<file path="src/include/mise_pkg.sv">
// Purpose: shared constants and types for the instruction execute block
// Assumes: 8-bit data path, 12-bit program counter, 15-bit program word
// Notes: opcode codes are the decoder's own encoding, not the opcode bits
package mise_pkg;
	localparam int DATA_W = 8;
	localparam int ADDR_W = 8;
	localparam int PC_W = 12;
	localparam int ROM_W = 15;
	localparam int PAGE_W = 4;
	localparam int HIGH_W = 7;
	localparam int BIT_W = 3;
	localparam int STACK_DEPTH = 6;
	localparam int SP_W = 3;
	// Data memory address at which the program counter low byte is mapped
	localparam logic [7:0] PC_LOW_ADDR = 8'h06;
	localparam logic [3:0] LAST_PAGE = 4'hf;
	localparam logic [7:0] BYTE_ZERO = 8'h00;
	localparam logic [7:0] BYTE_ONE = 8'h01;
	localparam logic [7:0] BYTE_ONES = 8'hff;
	localparam logic [11:0] PC_ONE = 12'h001;
	localparam logic [11:0] PC_TWO = 12'h002;
	localparam logic [11:0] PC_RESET = 12'h000;
	localparam logic [2:0] SP_ONE = 3'h1;

	typedef enum logic [5:0] {
		OP_NOP = 6'h00, OP_ROT_R = 6'h01, OP_ROT_R_ACC = 6'h02,
		OP_ROT_L = 6'h03, OP_ROT_L_ACC = 6'h04,
		OP_ROT_R_CARRY = 6'h05, OP_ROT_R_CARRY_ACC = 6'h06,
		OP_ROT_L_CARRY = 6'h07, OP_ROT_L_CARRY_ACC = 6'h08,
		OP_MOVE_M_TO_ACC = 6'h09, OP_MOVE_ACC_TO_M = 6'h0a,
		OP_MOVE_IMM = 6'h0b, OP_BIT_CLEAR = 6'h0c, OP_BIT_SET = 6'h0d,
		OP_JUMP = 6'h0e, OP_SKIP_ZERO = 6'h0f,
		OP_SKIP_ZERO_WITH_MOVE = 6'h10, OP_SKIP_BIT_ZERO = 6'h11,
		OP_SKIP_BIT_ONE = 6'h12, OP_INC_SKIP = 6'h13, OP_DEC_SKIP = 6'h14,
		OP_INC_SKIP_ACC = 6'h15, OP_DEC_SKIP_ACC = 6'h16, OP_CALL = 6'h17,
		OP_RETURN = 6'h18, OP_RETURN_IMM = 6'h19, OP_RETURN_INT = 6'h1a,
		OP_TABLE_CURRENT = 6'h1b, OP_TABLE_LAST = 6'h1c,
		OP_BYTE_CLEAR = 6'h1d, OP_BYTE_SET = 6'h1e, OP_WATCHDOG_CLEAR = 6'h1f,
		OP_PRECLEAR_FIRST = 6'h20, OP_PRECLEAR_SECOND = 6'h21,
		OP_SWAP = 6'h22, OP_SWAP_ACC = 6'h23, OP_HALT = 6'h24
	} mise_op_type;

	typedef enum logic [2:0] {
		ST_EXEC = 3'b001,
		ST_SECOND = 3'b010,
		ST_TABLE = 3'b100
	} mise_state_type;
endpackage

</file>
<file path="src/logic/mise_core.sv">
// Purpose: execute rotate, move, bit, branch, skip, table and misc ops
// Assumes: decoded op arrives with the addressed byte on mem_rdata
// Notes: two-cycle ops hold instr_ready low for one extra cycle
`timescale 1ns/100ps
module mise_core (
	input wire logic sys_clk,
	input wire logic rst_b,
	input wire logic instr_valid,
	input wire mise_pkg::mise_op_type instr_op,
	input wire logic [7:0] instr_addr,
	input wire logic [2:0] instr_bit,
	input wire logic [7:0] instr_imm,
	input wire logic [11:0] instr_target,
	input wire logic [7:0] mem_rdata,
	input wire logic [14:0] rom_data,
	input wire logic [7:0] table_pointer_low,
	input wire logic [7:0] table_pointer_high,
	input wire logic table_high_pointer_enable,
	input wire logic watchdog_timeout,
	input wire logic wake_up,
	output logic instr_ready,
	output logic [11:0] pc,
	output logic [7:0] acc,
	output logic carry,
	output logic mem_we,
	output logic [7:0] mem_waddr,
	output logic [7:0] mem_wdata,
	output logic rom_rd,
	output logic [11:0] rom_addr,
	output logic [6:0] table_result_high,
	output logic watchdog_timeout_flag,
	output logic powerdown_status_flag,
	output logic powerdown_mode,
	output logic watchdog_clear
);
	mise_pkg::mise_state_type state, next_state;
	logic [11:0] stack [mise_pkg::STACK_DEPTH];
	logic [2:0] sp;
	logic [7:0] table_dest;
	logic last_first, last_second;
	logic accept, fwd, pcl_hit, skip, two_cycle, table_op, halt;
	logic wd_full, wd_pair, pc_load, push, pop;
	logic [7:0] opnd, next_acc, wdata, one_hot_bit;
	logic next_carry, we;
	logic [11:0] next_pc, table_addr, pc_step;
	logic [2:0] sp_top;
	localparam logic [2:0] SP_LAST = 3'(mise_pkg::STACK_DEPTH - 1);

	assign accept = instr_valid & instr_ready;
	// A byte written last cycle is not yet in memory; forward it
	assign fwd = mem_we && (mem_waddr == instr_addr);
	assign opnd = fwd ? mem_wdata : mem_rdata;
	assign one_hot_bit = mise_pkg::BYTE_ONE << instr_bit;
	// Wrap inside the six entries so a deep nest never indexes past the array
	assign sp_top = (sp == 3'h0) ? SP_LAST : sp - mise_pkg::SP_ONE;
	assign table_addr = (instr_op == mise_pkg::OP_TABLE_LAST) ?
		{mise_pkg::LAST_PAGE, table_pointer_low} :
		table_high_pointer_enable ?
		{table_pointer_high[3:0], table_pointer_low} :
		{pc[11:8], table_pointer_low};
	assign table_op = (instr_op == mise_pkg::OP_TABLE_LAST) ||
		(instr_op == mise_pkg::OP_TABLE_CURRENT);
	assign pcl_hit = we && (instr_addr == mise_pkg::PC_LOW_ADDR);
	assign wd_pair = (instr_op == mise_pkg::OP_PRECLEAR_SECOND && last_first)
		|| (instr_op == mise_pkg::OP_PRECLEAR_FIRST && last_second);
	assign pc_step = skip ? mise_pkg::PC_TWO : mise_pkg::PC_ONE;
	assign next_pc = pcl_hit ? {pc[11:8], wdata} :
		pc_load ? instr_target :
		pop ? stack[sp_top] :
		pc + pc_step;

	always_comb begin
		next_acc = acc;
		next_carry = carry;
		we = 1'b0;
		wdata = opnd;
		skip = 1'b0;
		two_cycle = 1'b0;
		pc_load = 1'b0;
		push = 1'b0;
		pop = 1'b0;
		halt = 1'b0;
		wd_full = 1'b0;
		unique case (instr_op)
			mise_pkg::OP_NOP: begin
				two_cycle = 1'b0;
			end
			mise_pkg::OP_ROT_R: begin
				we = 1'b1;
				wdata = {opnd[0], opnd[7:1]};
			end
			mise_pkg::OP_ROT_R_ACC: begin
				next_acc = {opnd[0], opnd[7:1]};
			end
			mise_pkg::OP_ROT_L: begin
				we = 1'b1;
				wdata = {opnd[6:0], opnd[7]};
			end
			mise_pkg::OP_ROT_L_ACC: begin
				next_acc = {opnd[6:0], opnd[7]};
			end
			mise_pkg::OP_ROT_R_CARRY: begin
				we = 1'b1;
				wdata = {carry, opnd[7:1]};
				next_carry = opnd[0];
			end
			mise_pkg::OP_ROT_R_CARRY_ACC: begin
				next_acc = {carry, opnd[7:1]};
				next_carry = opnd[0];
			end
			mise_pkg::OP_ROT_L_CARRY: begin
				we = 1'b1;
				wdata = {opnd[6:0], carry};
				next_carry = opnd[7];
			end
			mise_pkg::OP_ROT_L_CARRY_ACC: begin
				next_acc = {opnd[6:0], carry};
				next_carry = opnd[7];
			end
			mise_pkg::OP_MOVE_M_TO_ACC: begin
				next_acc = opnd;
			end
			mise_pkg::OP_MOVE_ACC_TO_M: begin
				we = 1'b1;
				wdata = acc;
			end
			mise_pkg::OP_MOVE_IMM: begin
				next_acc = instr_imm;
			end
			mise_pkg::OP_BIT_CLEAR: begin
				we = 1'b1;
				wdata = opnd & ~one_hot_bit;
			end
			mise_pkg::OP_BIT_SET: begin
				we = 1'b1;
				wdata = opnd | one_hot_bit;
			end
			mise_pkg::OP_JUMP: begin
				pc_load = 1'b1;
				two_cycle = 1'b1;
			end
			mise_pkg::OP_CALL: begin
				pc_load = 1'b1;
				push = 1'b1;
				two_cycle = 1'b1;
			end
			mise_pkg::OP_RETURN, mise_pkg::OP_RETURN_INT: begin
				pop = 1'b1;
				two_cycle = 1'b1;
			end
			mise_pkg::OP_RETURN_IMM: begin
				pop = 1'b1;
				two_cycle = 1'b1;
				next_acc = instr_imm;
			end
			mise_pkg::OP_SKIP_ZERO: begin
				skip = (opnd == mise_pkg::BYTE_ZERO);
			end
			mise_pkg::OP_SKIP_ZERO_WITH_MOVE: begin
				next_acc = opnd;
				skip = (opnd == mise_pkg::BYTE_ZERO);
			end
			mise_pkg::OP_SKIP_BIT_ZERO: begin
				skip = ~|(opnd & one_hot_bit);
			end
			mise_pkg::OP_SKIP_BIT_ONE: begin
				skip = |(opnd & one_hot_bit);
			end
			mise_pkg::OP_INC_SKIP: begin
				we = 1'b1;
				wdata = opnd + mise_pkg::BYTE_ONE;
				skip = (opnd == mise_pkg::BYTE_ONES);
			end
			mise_pkg::OP_DEC_SKIP: begin
				we = 1'b1;
				wdata = opnd - mise_pkg::BYTE_ONE;
				skip = (opnd == mise_pkg::BYTE_ONE);
			end
			mise_pkg::OP_INC_SKIP_ACC: begin
				next_acc = opnd + mise_pkg::BYTE_ONE;
				skip = (opnd == mise_pkg::BYTE_ONES);
			end
			mise_pkg::OP_DEC_SKIP_ACC: begin
				next_acc = opnd - mise_pkg::BYTE_ONE;
				skip = (opnd == mise_pkg::BYTE_ONE);
			end
			mise_pkg::OP_TABLE_CURRENT, mise_pkg::OP_TABLE_LAST: begin
				two_cycle = 1'b0;
			end
			mise_pkg::OP_BYTE_CLEAR: begin
				we = 1'b1;
				wdata = mise_pkg::BYTE_ZERO;
			end
			mise_pkg::OP_BYTE_SET: begin
				we = 1'b1;
				wdata = mise_pkg::BYTE_ONES;
			end
			mise_pkg::OP_WATCHDOG_CLEAR: begin
				wd_full = 1'b1;
			end
			mise_pkg::OP_PRECLEAR_FIRST, mise_pkg::OP_PRECLEAR_SECOND: begin
				wd_full = wd_pair;
			end
			mise_pkg::OP_SWAP: begin
				we = 1'b1;
				wdata = {opnd[3:0], opnd[7:4]};
			end
			mise_pkg::OP_SWAP_ACC: begin
				next_acc = {opnd[3:0], opnd[7:4]};
			end
			mise_pkg::OP_HALT: begin
				halt = 1'b1;
			end
			default: begin
				two_cycle = 1'b0;
			end
		endcase
	end

	always_comb begin
		next_state = state;
		unique case (state)
			mise_pkg::ST_EXEC: begin
				if (accept && table_op) begin
					next_state = mise_pkg::ST_TABLE;
				end else if (accept && (two_cycle || skip || pcl_hit)) begin
					next_state = mise_pkg::ST_SECOND;
				end
			end
			mise_pkg::ST_SECOND: begin
				next_state = mise_pkg::ST_EXEC;
			end
			mise_pkg::ST_TABLE: begin
				next_state = mise_pkg::ST_EXEC;
			end
			default: begin
				next_state = mise_pkg::ST_EXEC;
			end
		endcase
	end

	always_ff @(posedge sys_clk or negedge rst_b) begin
		if (!rst_b) begin
			state <= mise_pkg::ST_EXEC;
			instr_ready <= 1'b0;
			powerdown_mode <= 1'b0;
		end else begin
			state <= next_state;
			if (accept && halt) begin
				powerdown_mode <= 1'b1;
			end else if (wake_up) begin
				powerdown_mode <= 1'b0;
			end
			// Power down holds ready low until a wake-up arrives
			instr_ready <= (next_state == mise_pkg::ST_EXEC) &&
				!(accept && halt) && (!powerdown_mode || wake_up);
		end
	end

	always_ff @(posedge sys_clk or negedge rst_b) begin
		if (!rst_b) begin
			pc <= mise_pkg::PC_RESET;
			acc <= mise_pkg::BYTE_ZERO;
			carry <= 1'b0;
			sp <= '0;
		end else if (accept) begin
			pc <= next_pc;
			acc <= next_acc;
			carry <= next_carry;
			if (push) begin
				sp <= (sp == SP_LAST) ? 3'h0 : sp + mise_pkg::SP_ONE;
			end else if (pop) begin
				sp <= sp_top;
			end
		end
	end

	// Stack wraps silently on overflow, as a six-deep return stack does
	always_ff @(posedge sys_clk) begin
		if (accept && push) begin
			stack[sp] <= pc + mise_pkg::PC_ONE;
		end
	end

	always_ff @(posedge sys_clk or negedge rst_b) begin
		if (!rst_b) begin
			mem_we <= 1'b0;
			mem_waddr <= mise_pkg::BYTE_ZERO;
			mem_wdata <= mise_pkg::BYTE_ZERO;
			rom_rd <= 1'b0;
			rom_addr <= mise_pkg::PC_RESET;
			table_dest <= mise_pkg::BYTE_ZERO;
			table_result_high <= '0;
		end else begin
			rom_rd <= accept && table_op;
			mem_we <= 1'b0;
			if (accept && table_op) begin
				rom_addr <= table_addr;
				table_dest <= instr_addr;
			end
			if (state == mise_pkg::ST_TABLE) begin
				mem_we <= 1'b1;
				mem_waddr <= table_dest;
				mem_wdata <= rom_data[7:0];
				table_result_high <= rom_data[14:8];
			end else if (accept && we) begin
				mem_we <= 1'b1;
				mem_waddr <= instr_addr;
				mem_wdata <= wdata;
			end
		end
	end

	always_ff @(posedge sys_clk or negedge rst_b) begin
		if (!rst_b) begin
			last_first <= 1'b0;
			last_second <= 1'b0;
			watchdog_timeout_flag <= 1'b0;
			powerdown_status_flag <= 1'b0;
			watchdog_clear <= 1'b0;
		end else begin
			watchdog_clear <= accept && (wd_full || halt);
			if (accept) begin
				last_first <= instr_op == mise_pkg::OP_PRECLEAR_FIRST && !wd_pair;
				last_second <= instr_op == mise_pkg::OP_PRECLEAR_SECOND &&
					!wd_pair;
			end
			// A timeout in the clearing cycle is kept: set beats clear
			if (watchdog_timeout) begin
				watchdog_timeout_flag <= 1'b1;
			end else if (accept && (wd_full || halt)) begin
				watchdog_timeout_flag <= 1'b0;
			end
			if (accept && halt) begin
				powerdown_status_flag <= 1'b1;
			end else if (accept && wd_full) begin
				powerdown_status_flag <= 1'b0;
			end
		end
	end
endmodule

</file>
<file path="config.mk">
export PLATFORM = sky130hd
export DESIGN_NAME = mise_core
export DESIGN_NICKNAME = d
export VERILOG_FILES = /design/src/include/mise_pkg.sv /design/src/logic/mise_core.sv
export SDC_FILE = /design/constraint.sdc
export NUM_CORES = 1
export LEC_CHECK = 0
export ABC_AREA = 1
export BUFFER_PORTS_ARGS = -buffer_cell sky130_fd_sc_hd__clkbuf_2
export CAP_MARGIN = 20
export CORE_MARGIN = 2
export CORE_UTILIZATION = 30
export DETAILED_ROUTE_END_ITERATION = 10
export GPL_TIMING_DRIVEN = 0
export PLACE_DENSITY = 0.59
export SKIP_CTS_REPAIR_TIMING = 1
export SYNTH_ARGS = -nofsm -noshare
export SYNTH_HDL_FRONTEND = slang
export SYNTH_SLANG_ARGS = --single-unit
</file>
<file path="constraint.sdc">
create_clock -name sys_clk -period 6.3 [get_ports sys_clk]
set_input_delay 0.945 -clock sys_clk [delete_from_list [all_inputs] [get_ports sys_clk]]
set_output_delay 0.945 -clock sys_clk [all_outputs]
set_load 0.01 [all_outputs]
</file>
* After elaboration in Yosys (flattened, before gate mapping)
Memories as Yosys holds them, arrays and structs flattened.
Index checks and enable logic that the tools add are counted.
** Operators by class
- $add $sub $neg :: 6
- Equal/unequal tests :: 44
- Shift operators :: 1
- Mux-type cells :: 39
- Bitwise gates (word level) :: 6
- Reductions and logical operators :: 51
** Operators with widths (number)
- 6-bit by 5-bit equality test with 1-bit output, second input constant :: 16
- 8-bit one-hot mux with 12 select lines :: 1
- 8-bit one-hot mux with 9 select lines :: 1
- 6-bit by 4-bit equality test with 1-bit output, second input constant :: 8
- 12-bit 2-to-1 mux :: 4
- 8-bit 2-to-1 mux :: 6
- 6-bit equality test, second input constant :: 5
- 6-bit by 3-bit equality test with 1-bit output, second input constant :: 4
- 3-bit 2-to-1 mux :: 7
- 2-bit OR reduction :: 9
- 8-bit AND :: 2
- 1-bit 2-to-1 mux :: 16
- 1-bit logical AND :: 15
- 12-bit by 1-bit adder with 12-bit output, second input constant :: 1
- 12-bit by 2-bit adder with 12-bit output :: 1
- 6-bit by 2-bit equality test with 1-bit output, second input constant :: 2
- 2-bit nonzero test :: 6
- 12-bit OR reduction :: 1
- 9-bit nonzero test :: 1
- 8-bit by 1-bit adder with 8-bit output, second input constant :: 1
- 8-bit by 1-bit equality test with 1-bit output, second input constant :: 1
- 8-bit by 3-bit equality test with 1-bit output, second input constant :: 1
- 8-bit equality test :: 1
- 8-bit equality test, second input constant :: 1
- other kinds (22) :: 36
** Word-level totals
- Bits in registers :: 79
- Memory bits (writable) :: 72
- Input bits :: 82
- Logic and storage cells :: 168
- Memories :: 1
** Memories
- stack :: words 6, bits a word 12, rd ports 1, clocked after Yosys merged registers in 0, write ports 1, line mise_core.sv:37 : logic [11:0] stack [mise_pkg::STACK_DEPTH];

* Depth between registers and ports, before layout
Gate-level depths: netlist of run 1.
- Depth in word-level cells :: 16
- Gate-level depth with buffers :: 30
- Depth with buffers taken out :: 29

* Least setup slack after synthesis of run 1
Ideal clock, no wire load.
- Kind :: input to register
- Start point :: input port instr_addr[4]
- End point :: register pc[8]
- Library setup time :: 76 ps
- Data arrival time :: 3691 ps
- Setup slack :: 2533 ps
- Stages on the path :: 23
- Buffers on the path :: 0
- Path through :: inv_2 nand2_1 nand2_1 nor2_4 nand3_2 nand2_1 nand2_2 ha_1 nand4_1 nand2_1 inv_1 nand2_1 inv_1 ha_1 inv_1 fa_1 nor2_1 inv_1 nor2_1 a21oi_1 o311ai_1 o211ai_1 o21ai_1
** Between the ends
- Longest elaborated chain between the ends :: 11
- Elaborated cells on any way between the ends :: 18
- Those cells by class :: 1 x add/sub; 4 x eq/ne; 5 x mux; 2 x bitwise; 6 x reduce/logical
** Ends and longest elaborated chain
- start: declaration :: line mise_core.sv:10 : input wire logic [7:0] instr_addr,
- 8-bit equality test :: line mise_core.sv:51 : assign fwd = mem_we && (mem_waddr == instr_addr);
- 1-bit logical AND :: line mise_core.sv:51
- 8-bit 2-to-1 mux :: line mise_core.sv:52 : assign opnd = fwd ? mem_wdata : mem_rdata;
- 8-bit AND :: line mise_core.sv:164, mise_core.sv:167
- 8-bit OR reduction :: line mise_core.sv:164, mise_core.sv:167
- 1-bit logical NOT :: line mise_core.sv:164 : skip = ~|(opnd & one_hot_bit);
- 1-bit one-hot mux with 5 select lines :: line mise_core.sv:84 : unique case (instr_op)
- 2-bit 2-to-1 mux :: line mise_core.sv:66 : assign pc_step = skip ? mise_pkg::PC_TWO : mise_pkg::PC_ONE;
- 12-bit by 2-bit adder with 12-bit output :: line mise_core.sv:70 : pc + pc_step;
- 12-bit 2-to-1 mux :: line mise_core.sv:69 : pop ? stack[sp_top] :
- 12-bit 2-to-1 mux :: line mise_core.sv:68 : pc_load ? instr_target :
- end signal: assignment :: line mise_core.sv:262 : pc <= mise_pkg::PC_RESET;
- end signal: assignment :: line mise_core.sv:267 : pc <= next_pc;
- end: declaration :: line mise_core.sv:22 : output logic [11:0] pc,
Parallel ways exist; a longest one is shown, timed or not.
A chain may end at the register's enable or synchronous reset.

* Worst setup path in the final report of run 1
- Start point :: input port instr_addr[2]
- End point :: register pc[8]
The elaborated chain is that of the path after synthesis.

==> results of run 1 <==
==> state kept, by name, indices dropped and copies added, names as in the netlist <==
| name | flops |
|---|---|
| mem_wdata | 8 |
| mem_we | 1 |
| pc | 12 |
| watchdog_timeout_flag | 1 |
| acc | 8 |
| sp | 3 |
| state | 3 |
| last_second | 1 |
| mem_waddr | 8 |
| table_dest | 8 |
| instr_ready | 1 |
| rom_rd | 1 |
| powerdown_mode | 1 |
| watchdog_clear | 1 |
| stack | 72 |
| last_first | 1 |
| rom_addr | 12 |
| powerdown_status_flag | 1 |
| carry | 1 |
| table_result_high | 7 |
==> worst paths after layout <==
kind / start / cells past startpoint / slack [ns] / to
worst min-delay path: rst_b / 1 / 0.47 / acc[7]$_DFFE_PN0P_
worst min register to register: table_result_high[6]$_DFFE_PN0P_ / 2 / 0.48 / table_result_high[6]$_DFFE_PN0P_
max in group asynchronous: rst_b / 2 / 5.14 / state[0]$_DFF_PN1_
worst max-delay path: instr_addr[2] / 23 / 2.08 / pc[8]$_DFFE_PN0P_
worst max register to register: mem_waddr[4]$_DFFE_PN0P_ / 24 / 2.31 / pc[8]$_DFFE_PN0P_
min in group sys_clk: table_result_high[6]$_DFFE_PN0P_ / 2 / 0.48 / table_result_high[6]$_DFFE_PN0P_
==> final cells by class <==
type | count | area (sq um) | share of cell area
sequential | 151 | 4140 | 0.381
inverter | 142 | 533 | 0.0490
multi-input combinational | 833 | 4140 | 0.380
clock inverter | 15 | 224 | 0.0206
tap | 390 | 488 | 0.0449
buffer | 30 | 153 | 0.0140
timing repair buffer | 146 | 776 | 0.0713
clock buffer | 17 | 425 | 0.0391
==> cell usage after synthesis, types with 8 or more instances <==
library cell and n:
dfrtp_1 78, nor2_2 9, nand2_2 18, a31oi_1 9, edfxtp_1 72, o22ai_1 21
inv_2 14, nor3_1 30, xor2_1 13, a21oi_1 55, o21ai_0 86, clkbuf_1 14
nand3_1 78, inv_1 126, nor2_1 99, nand2_1 315, nand4_1 11, o211ai_1 14
buf_2 8
==> through the flow <==
stage           util  hold WS [ns]
5_1_grt        0.369         0.486
3_3_place_gp   0.344         0.461
3_5_place_dp   0.346         0.466
2_1_floorplan      -         0.453
6_report       0.369         0.469
4_1_cts        0.369         0.465
==> layer usage <==
layer  up-vias  share of wire  GRT usage
met1      4104           0.43      0.254
li1       4218              -          -
met4         0          0.025     0.0623
met5         -              0          0
met3        41          0.070     0.0346
met2       379           0.48      0.323
==> logic make-up (layout without fill, tap and decap cells) <==
logic type	Yosys count	after routing	synth area share
AND/OR/NAND/NOR	590	590	0.292
AO/OA/AOI/OAI	221	221	0.143
buffers and inverters	172	350	0.0766
flip-flops	151	151	0.462
XOR/XNOR	16	16	0.0165
adder cells (fa/ha/maj)	6	6	0.00922
==> power by group through the flow <==
stage          Combinational (mW)  Sequential (mW)  Clock, mW
2_1_floorplan               0.744             1.45          0
3_3_place_gp                 1.27             1.44          0
3_5_place_dp                 1.29             1.44          0
4_1_cts                      1.30             1.43       1.14
5_1_grt                      1.45             1.45       1.18
6_report                     1.29             1.43       1.11
==> worst max-delay path, delay by kind of cell <==
kind,cells,cell delay [ns]
simple gates,10,1.60
compound gates,3,0.29
fa+ha+maj,3,0.93
xor+xnor,1,0.21
buf+inv,6,0.55
==> flow_summary.yaml, run 1 <==
synthesis:
  synth_area_sq_mm: 0.00895
  yosysSeqAreaShare: 0.462
  yosysTopAreaCell: "edfxtp_1"
  yosys_warnings: 0
  synth_fp_nets: 1244
  synthDominantCellAreaShare: 0.241
  async_reset_ff_frac: 0.523
  synth_edf_count: 72
  synth.avg_cell_area_sq_um: 7.75
  yosys-top-cells-area: "edfxtp_1 24%, dfrtp_1 22%, nand2_1 13%"
  yosysUniqueCellTypes: 53
  syn_inst: 1156
  ys_ff_latch: 151
  synth_flop_cell: "dfrtp_1"
timing:
  hold_viol_final: 0
  rsz0062_at_grt: "no"
  fin_skew_ns: 0.0187
  period_share: 0.670
  slew_viol_final: 0
  max_freq_ghz: 0.237
  worst_slew_pin_slew_ns: 0.973
  worst_slack_ns: 2.08
  setup_viol: 0
  fin_setup_tns_ns: 0
  slew-limit-headroom: 0.348
  min_period_ns: 4.22
place:
  dp_slack_ns: 1.64
  dpl.cell_count: 1690
  dp_hpwl_mm: 23.0
  place.port_buffers: 139
  placed_cell_area_sq_mm: 0.0102
  place_congestion: 0.924
clock_tree:
  cts_tree: "yes"
  cts-root-buf: "clkbuf_16"
  cts.sinks: 151
  cts_buffer_depth: 2
  htree_num_levels: 4
  clock_latency_ns: 0.43
  path_clk_slew_ns: 0.07
  cts_made_buffers: 17
die:
  die_h_um: 177
  start_util: 0.304
  chipWidth_um: 177
  placementRows: 63
  core_area_sq_mm: 0.0295
  ioPinCount: 145
  dieArea_sq_mm: 0.0312
routing:
  remaining_drc_errors: 0
  wl_mm: 29.7
  dr.first_iter.drc_count: 927
  wl_per_cell_um: 17.3
  vias_per_cell: 5.07
  dr.pass1.iters: 6
  ant_nets: 0
  via_count: 8742
worst_setup_path:
  crit_slowest_cell: "fa_1"
  startpoint_type: "primary input"
  path_cells: "clkbuf_2, xor2_2, nor2_4, nand3_2, nand2_1, nand2_2, ha_1, nand4_1, nand2_1, inv_1, nand2_1, inv_1, ha_1, inv_1, fa_1, nor2_1, inv_1, nor2_1, inv_1, nor3_1, o311ai_1, o211ai_1, o21ai_1"
  worst_path_most_repeated_cell: "inv_1"
  worstSetupPathType: "primary input to flop"
  arrival_ns: 4.53
  crit_required_ns: 6.61
  end_kind: "flop"
  crit_fanout: 10
  slowest_delay_ns: 0.43
final_layout:
  n_antenna_cell: 0
  layout_common_cells: "315 x nand2_1, 138 x clkbuf_2, 126 x inv_1, 99 x nor2_1, 86 x o21ai_0"
  final_common_cell: "nand2_1"
  fin_area_sq_mm: 0.0109
  area_growth_pct: 21.5
  final_cells: 1724
  final_layout_size_suffix_gt1_frac: 0.199
  nets: 1409
  fillCellCount: 3142
outcome:
  status: "complete, no violations"
power:
  power.net_switching_mw: 1.53
  internal_power_mw: 2.30
  total_leakage_power_nw: 4.94
  ir_worst_vdd_uv: 159
  p_total_mw: 3.83
  power.density_mw_per_mm2: 352
  power_frac_seq: 0.373
  pwr-share-clk: 0.290
  swShare: 0.400
  p_comb_frac: 0.337
global_routing:
  grt_max_degree: 54
  grt_pass1_vias: 8425
  grt_pass1_wl_mm: 46.4
  grt-ovfl-total: 0
  grt.total_usage: 0.194
  antenna_found_initial: 0
min_path:
  hold_path_class: "primary input to asynchronous set/reset pin"
flow_run:
  max-cap-violations: 0
Note: power is estimated with default switching activity, not from simulation.
==> inputs of run 2 (changes only) <==
- clock period: 6.3 -> 4 ns (I/O delays scaled with it)
==> flow_summary.yaml, run 2 (same netlist as run 1, synthesis figures left out) <==
flow_run:
  max-cap-violations: 0
worst_setup_path:
  crit_required_ns: 4.31
  end_kind: "flop"
  arrival_ns: 4.02
  worstReg2RegEnd: "pc[4]$_DFFE_PN0P_"
  startpoint_type: "flop"
  r2r_cells: 24
  r2r_slack_ns: 0.29
  worstSetupPathType: "flop to flop"
  r2r-start: "mem_waddr[7]$_DFFE_PN0P_"
  crit_fanout: 10
clock_tree:
  clock_latency_ns: 0.44
  cts_tree: "yes"
  cts-root-buf: "clkbuf_16"
  cts_made_buffers: 17
  path_clk_slew_ns: 0.07
  cts.sinks: 151
  htree_num_levels: 4
  cts_buffer_depth: 2
routing:
  ant_nets: 0
  wl_per_cell_um: 17.3
  wl_mm: 29.9
  via_count: 8776
  remaining_drc_errors: 0
  dr.pass1.iters: 5
  dr.first_iter.drc_count: 849
  vias_per_cell: 5.07
final_layout:
  final_cells: 1730
  reg.largest.list: "stack x72, pc x12, rom_addr x12"
  nets: 1415
  final_common_cell: "nand2_1"
  fillCellCount: 3131
  n_antenna_cell: 0
  final_layout_size_suffix_gt1_frac: 0.214
  largest_register_ffs: 72
  area_growth_pct: 22.9
  regMostFlops: "stack"
  layout_common_cells: "307 x nand2_1, 138 x clkbuf_2, 125 x inv_1, 95 x nor2_1, 86 x o21ai_0"
global_routing:
  grt.total_usage: 0.194
  antenna_found_initial: 0
  grt_pass1_wl_mm: 46.4
  grt-ovfl-total: 0
  grt_pass1_vias: 8425
  grt_max_degree: 54
die:
  start_util: 0.304
  placementRows: 63
  ioPinCount: 145
  core_area_sq_mm: 0.0295
  dieArea_sq_mm: 0.0312
  die_h_um: 177
  chipWidth_um: 177
timing:
  fin_setup_tns_ns: 0
  hold_viol_final: 0
  setup_viol: 0
  fin_skew_ns: 0.0179
  worst_slew_pin_slew_ns: 0.988
  slew_viol_final: 0
  slew-limit-headroom: 0.338
  period_share: 0.927
  max_freq_ghz: 0.270
  min_period_ns: 3.71
power:
  ir_worst_vdd_uv: 252
  power.density_mw_per_mm2: 553
  total_leakage_power_nw: 4.98
place:
  place.port_buffers: 139
  place_congestion: 0.924
  dpl.cell_count: 1690
  dp_hpwl_mm: 23.0
min_path:
  hold_path_class: "primary input to asynchronous set/reset pin"
outcome:
  status: "complete, no violations"
==> run 2: cell types whose count changed in the layout (fill, tap and decap cells not counted), moves of 4 or more <==
cell     before  now
nand2_1     315  307
buf_4         7   13
nand2_2      18   22
nand2_4       5    9
nor2_1       99   95
nor2_2        9   13
==> run 2: final cells by class <==
cell class | count | area, sq um | area share
well taps | 390 | 488 | 0.0444
inverters | 142 | 536 | 0.0487
multi-input cells | 833 | 4210 | 0.383
clock inverters | 15 | 224 | 0.0204
clock buffers | 17 | 425 | 0.0387
flip-flops and latches | 151 | 4140 | 0.376
plain buffers | 30 | 153 | 0.0139
repair buffers | 152 | 821 | 0.0746
==> run 2: worst max-delay path by stage <==
| stage | startpoint | end | cells after the start |
|---|---|---|---|
| final | mem_waddr[7]$_DFFE_PN0P_ | pc[4]$_DFFE_PN0P_ | 24 |
| after global placement | instr_addr[2] | pc[8]$_DFFE_PN0P_ | 22 |
| after detailed placement | instr_addr[2] | pc[8]$_DFFE_PN0P_ | 22 |
| after floorplan | instr_addr[4] | pc[8]$_DFFE_PN0P_ | 23 |
| after CTS | mem_waddr[4]$_DFFE_PN0P_ | pc[8]$_DFFE_PN0P_ | 23 |
| after global routing | mem_waddr[6]$_DFFE_PN0P_ | pc[4]$_DFFE_PN0P_ | 26 |
==> run 2: layer usage <==
layer / track usage / vias to the layer above / wire length, um
met3: 0.0346 / 37 / 1950
met1: 0.254 / 4175 / 12900
li1: - / 4230 / -
met4: 0.0623 / 0 / 733
met5: 0 / - / 0
met2: 0.323 / 334 / 14300
==> run 2: stage by stage <==
| step | area (sq um) | hold slack, ns | utilization | worst slack [ns] | total power, mW |
|---|---|---|---|---|---|
| final | 11000 | 0.125 | 0.373 | 0.291 | 6.08 |
| after global routing | 11000 | 0.141 | 0.373 | -0.0103 | 6.46 |
| after CTS | 10900 | 0.120 | 0.369 | -0.0181 | 6.08 |
| after detailed placement | 10200 | 0.466 | 0.346 | -0.320 | 4.31 |
| after global placement | 10100 | 0.461 | 0.344 | -0.283 | 4.27 |
| after floorplan | 8950 | 0.304 | - | 0.578 | 3.46 |
==> run 2: power by group <==
group	switching, mW	internal, mW	total [mW]
sequential	0.273	1.98	2.25
clock	0.775	0.974	1.75
combinational	1.39	0.696	2.08
==> run 2: worst max-delay path: stages (launching register included) <==
cell and delay (ns):
dfrtp_1 0.40, inv_1 0.09, a21oi_1 0.20, nand2_1 0.07
nor2_1 0.17, nand3_4 0.18, nand2_2 0.12, nand2_4 0.13
ha_4 0.21, nand4_1 0.09, nand2_1 0.09, inv_1 0.09
nand2_1 0.12, inv_2 0.10, ha_1 0.17, inv_1 0.06
fa_2 0.38, nor2_2 0.13, inv_1 0.07, o21ai_0 0.13
o21ai_0 0.11, a31oi_1 0.23, nor2_1 0.06, a21oi_1 0.13
nand2_1 0.06
==> inputs of run 3 (changes only) <==
- PLACE_DENSITY: 0.59 -> 0.49
==> flow_summary.yaml, run 3 (same netlist as run 1, synthesis figures left out) <==
outcome:
  status: "complete, no violations"
final_layout:
  layout_common_cells: "312 x nand2_1, 139 x clkbuf_2, 125 x inv_1, 94 x nor2_1, 86 x o21ai_0"
  fillCellCount: 3192
  regMostFlops: "stack"
  nets: 1420
  final_layout_size_suffix_gt1_frac: 0.216
  final_cells: 1736
  area_growth_pct: 22.6
  seq_area_sq_mm: 0.00414
  reg.largest.list: "stack x72, pc x12, rom_addr x12"
  post-route-util: 0.372
  final_common_cell: "nand2_1"
  largest_register_ffs: 72
  multi_input_area_sq_mm: 0.00422
worst_setup_path:
  crit_slowest_cell: "dfrtp_1"
  r2r_slack_ns: 0.25
  startpoint_type: "flop"
  worst_path_most_repeated_cell: "nand2_1"
  worstReg2RegEnd: "pc[9]$_DFFE_PN0P_"
  startpoint: "mem_waddr[0]$_DFFE_PN0P_"
  slowest_delay_ns: 0.40
  arrival_ns: 4.04
  r2r_cells: 26
  worstSetupPathType: "flop to flop"
  cp-endpoint: "pc[9]$_DFFE_PN0P_"
  crit_required_ns: 4.29
  end_kind: "flop"
  crit_fanout: 8
  r2r-start: "mem_waddr[0]$_DFFE_PN0P_"
clock_tree:
  cts-root-buf: "clkbuf_16"
  path_clk_slew_ns: 0.07
  cts_tree: "yes"
  clock_latency_ns: 0.43
  cts.sinks: 151
  cts_made_buffers: 17
  cts_buffer_depth: 2
  htree_num_levels: 4
global_routing:
  grt_pass1_wl_mm: 49.0
  grt_max_degree: 59
  grt_pass1_vias: 8572
  antenna_found_initial: 1
  grt-ovfl-total: 0
  grt.total_usage: 0.207
routing:
  dr.pass1.iters: 5
  dr.first_iter.drc_count: 760
  wl_per_cell_um: 18.4
  via_count: 8789
  vias_per_cell: 5.06
  ant_nets: 0
  remaining_drc_errors: 0
  wl_mm: 31.9
timing:
  worst_slew_pin_slew_ns: 0.942
  fin_skew_ns: 0.0157
  min_period_ns: 3.75
  hold_viol_final: 0
  slew-limit-headroom: 0.371
  setup_viol: 0
  slew_viol_final: 0
  period_share: 0.937
  holdWs_ns: 0.106
  max_freq_ghz: 0.267
die:
  dieArea_sq_mm: 0.0312
  chipWidth_um: 177
  ioPinCount: 145
  start_util: 0.304
  core_area_sq_mm: 0.0295
  die_h_um: 177
  placementRows: 63
power:
  total_leakage_power_nw: 4.98
  power.density_mw_per_mm2: 549
  ir_worst_vdd_uv: 215
place:
  dpl.cell_count: 1691
  place_congestion: 0.869
  place.port_buffers: 139
  dp_hpwl_mm: 24.2
flow_run:
  max-cap-violations: 0
min_path:
  hold_path_class: "primary input to asynchronous set/reset pin"
-- run 3: power breakdown --
group,internal (mW),total (mW),switching (mW)
clock network,0.917,1.66,0.742
logic,0.696,2.12,1.42
registers,1.98,2.25,0.266
-- run 3: area by class of cell --
class	count	share of cell area
plain buffers	30	0.0139
multi-input cells	833	0.384
inverters	142	0.0485
repair buffers	157	0.0782
clock inverters	13	0.0122
flip-flops and latches	151	0.377
clock buffers	19	0.0414
diodes	1	0.000228
well taps	390	0.0444
-- run 3: worst min path at each step --
stage / endpoint
2_1_floorplan: acc[0]$_DFFE_PN0P_
3_3_place_gp: table_result_high[1]$_DFFE_PN0P_
3_5_place_dp: table_result_high[6]$_DFFE_PN0P_
4_1_cts: acc[6]$_DFFE_PN0P_
5_1_grt: acc[6]$_DFFE_PN0P_
6_report: acc[6]$_DFFE_PN0P_
-- run 3: layer usage --
| metal | part of all wire | GRT usage |
|---|---|---|
| met5 | 0 | 0 |
| met4 | 0.018 | 0.0606 |
| met3 | 0.054 | 0.0277 |
| met2 | 0.48 | 0.349 |
| met1 | 0.45 | 0.277 |
-- run 3: stage by stage --
stage | setup TNS (ns) | power [mW] | area, sq um | setup WS (ns)
floorplan | 0 | 3.46 | 8950 | 0.578
global placement | -1.63 | 4.30 | 10100 | -0.345
detailed placement | -1.71 | 4.33 | 10200 | -0.355
CTS | -0.103 | 6.00 | 10800 | -0.0406
global route | -0.0517 | 6.41 | 11000 | -0.0320
finish | 0 | 6.02 | 11000 | 0.253
-- run 3: critical path: cells and delay by family (launching register included) --
kind | cells | cell delay [ns]
AOI/OAI and AO/OA | 3 | 0.55
xor gates and xnor gates | 1 | 0.15
adders and majority gates | 1 | 0.18
buffers and inverters | 6 | 0.45
DFF | 1 | 0.40
and+or+nand+nor | 15 | 1.89
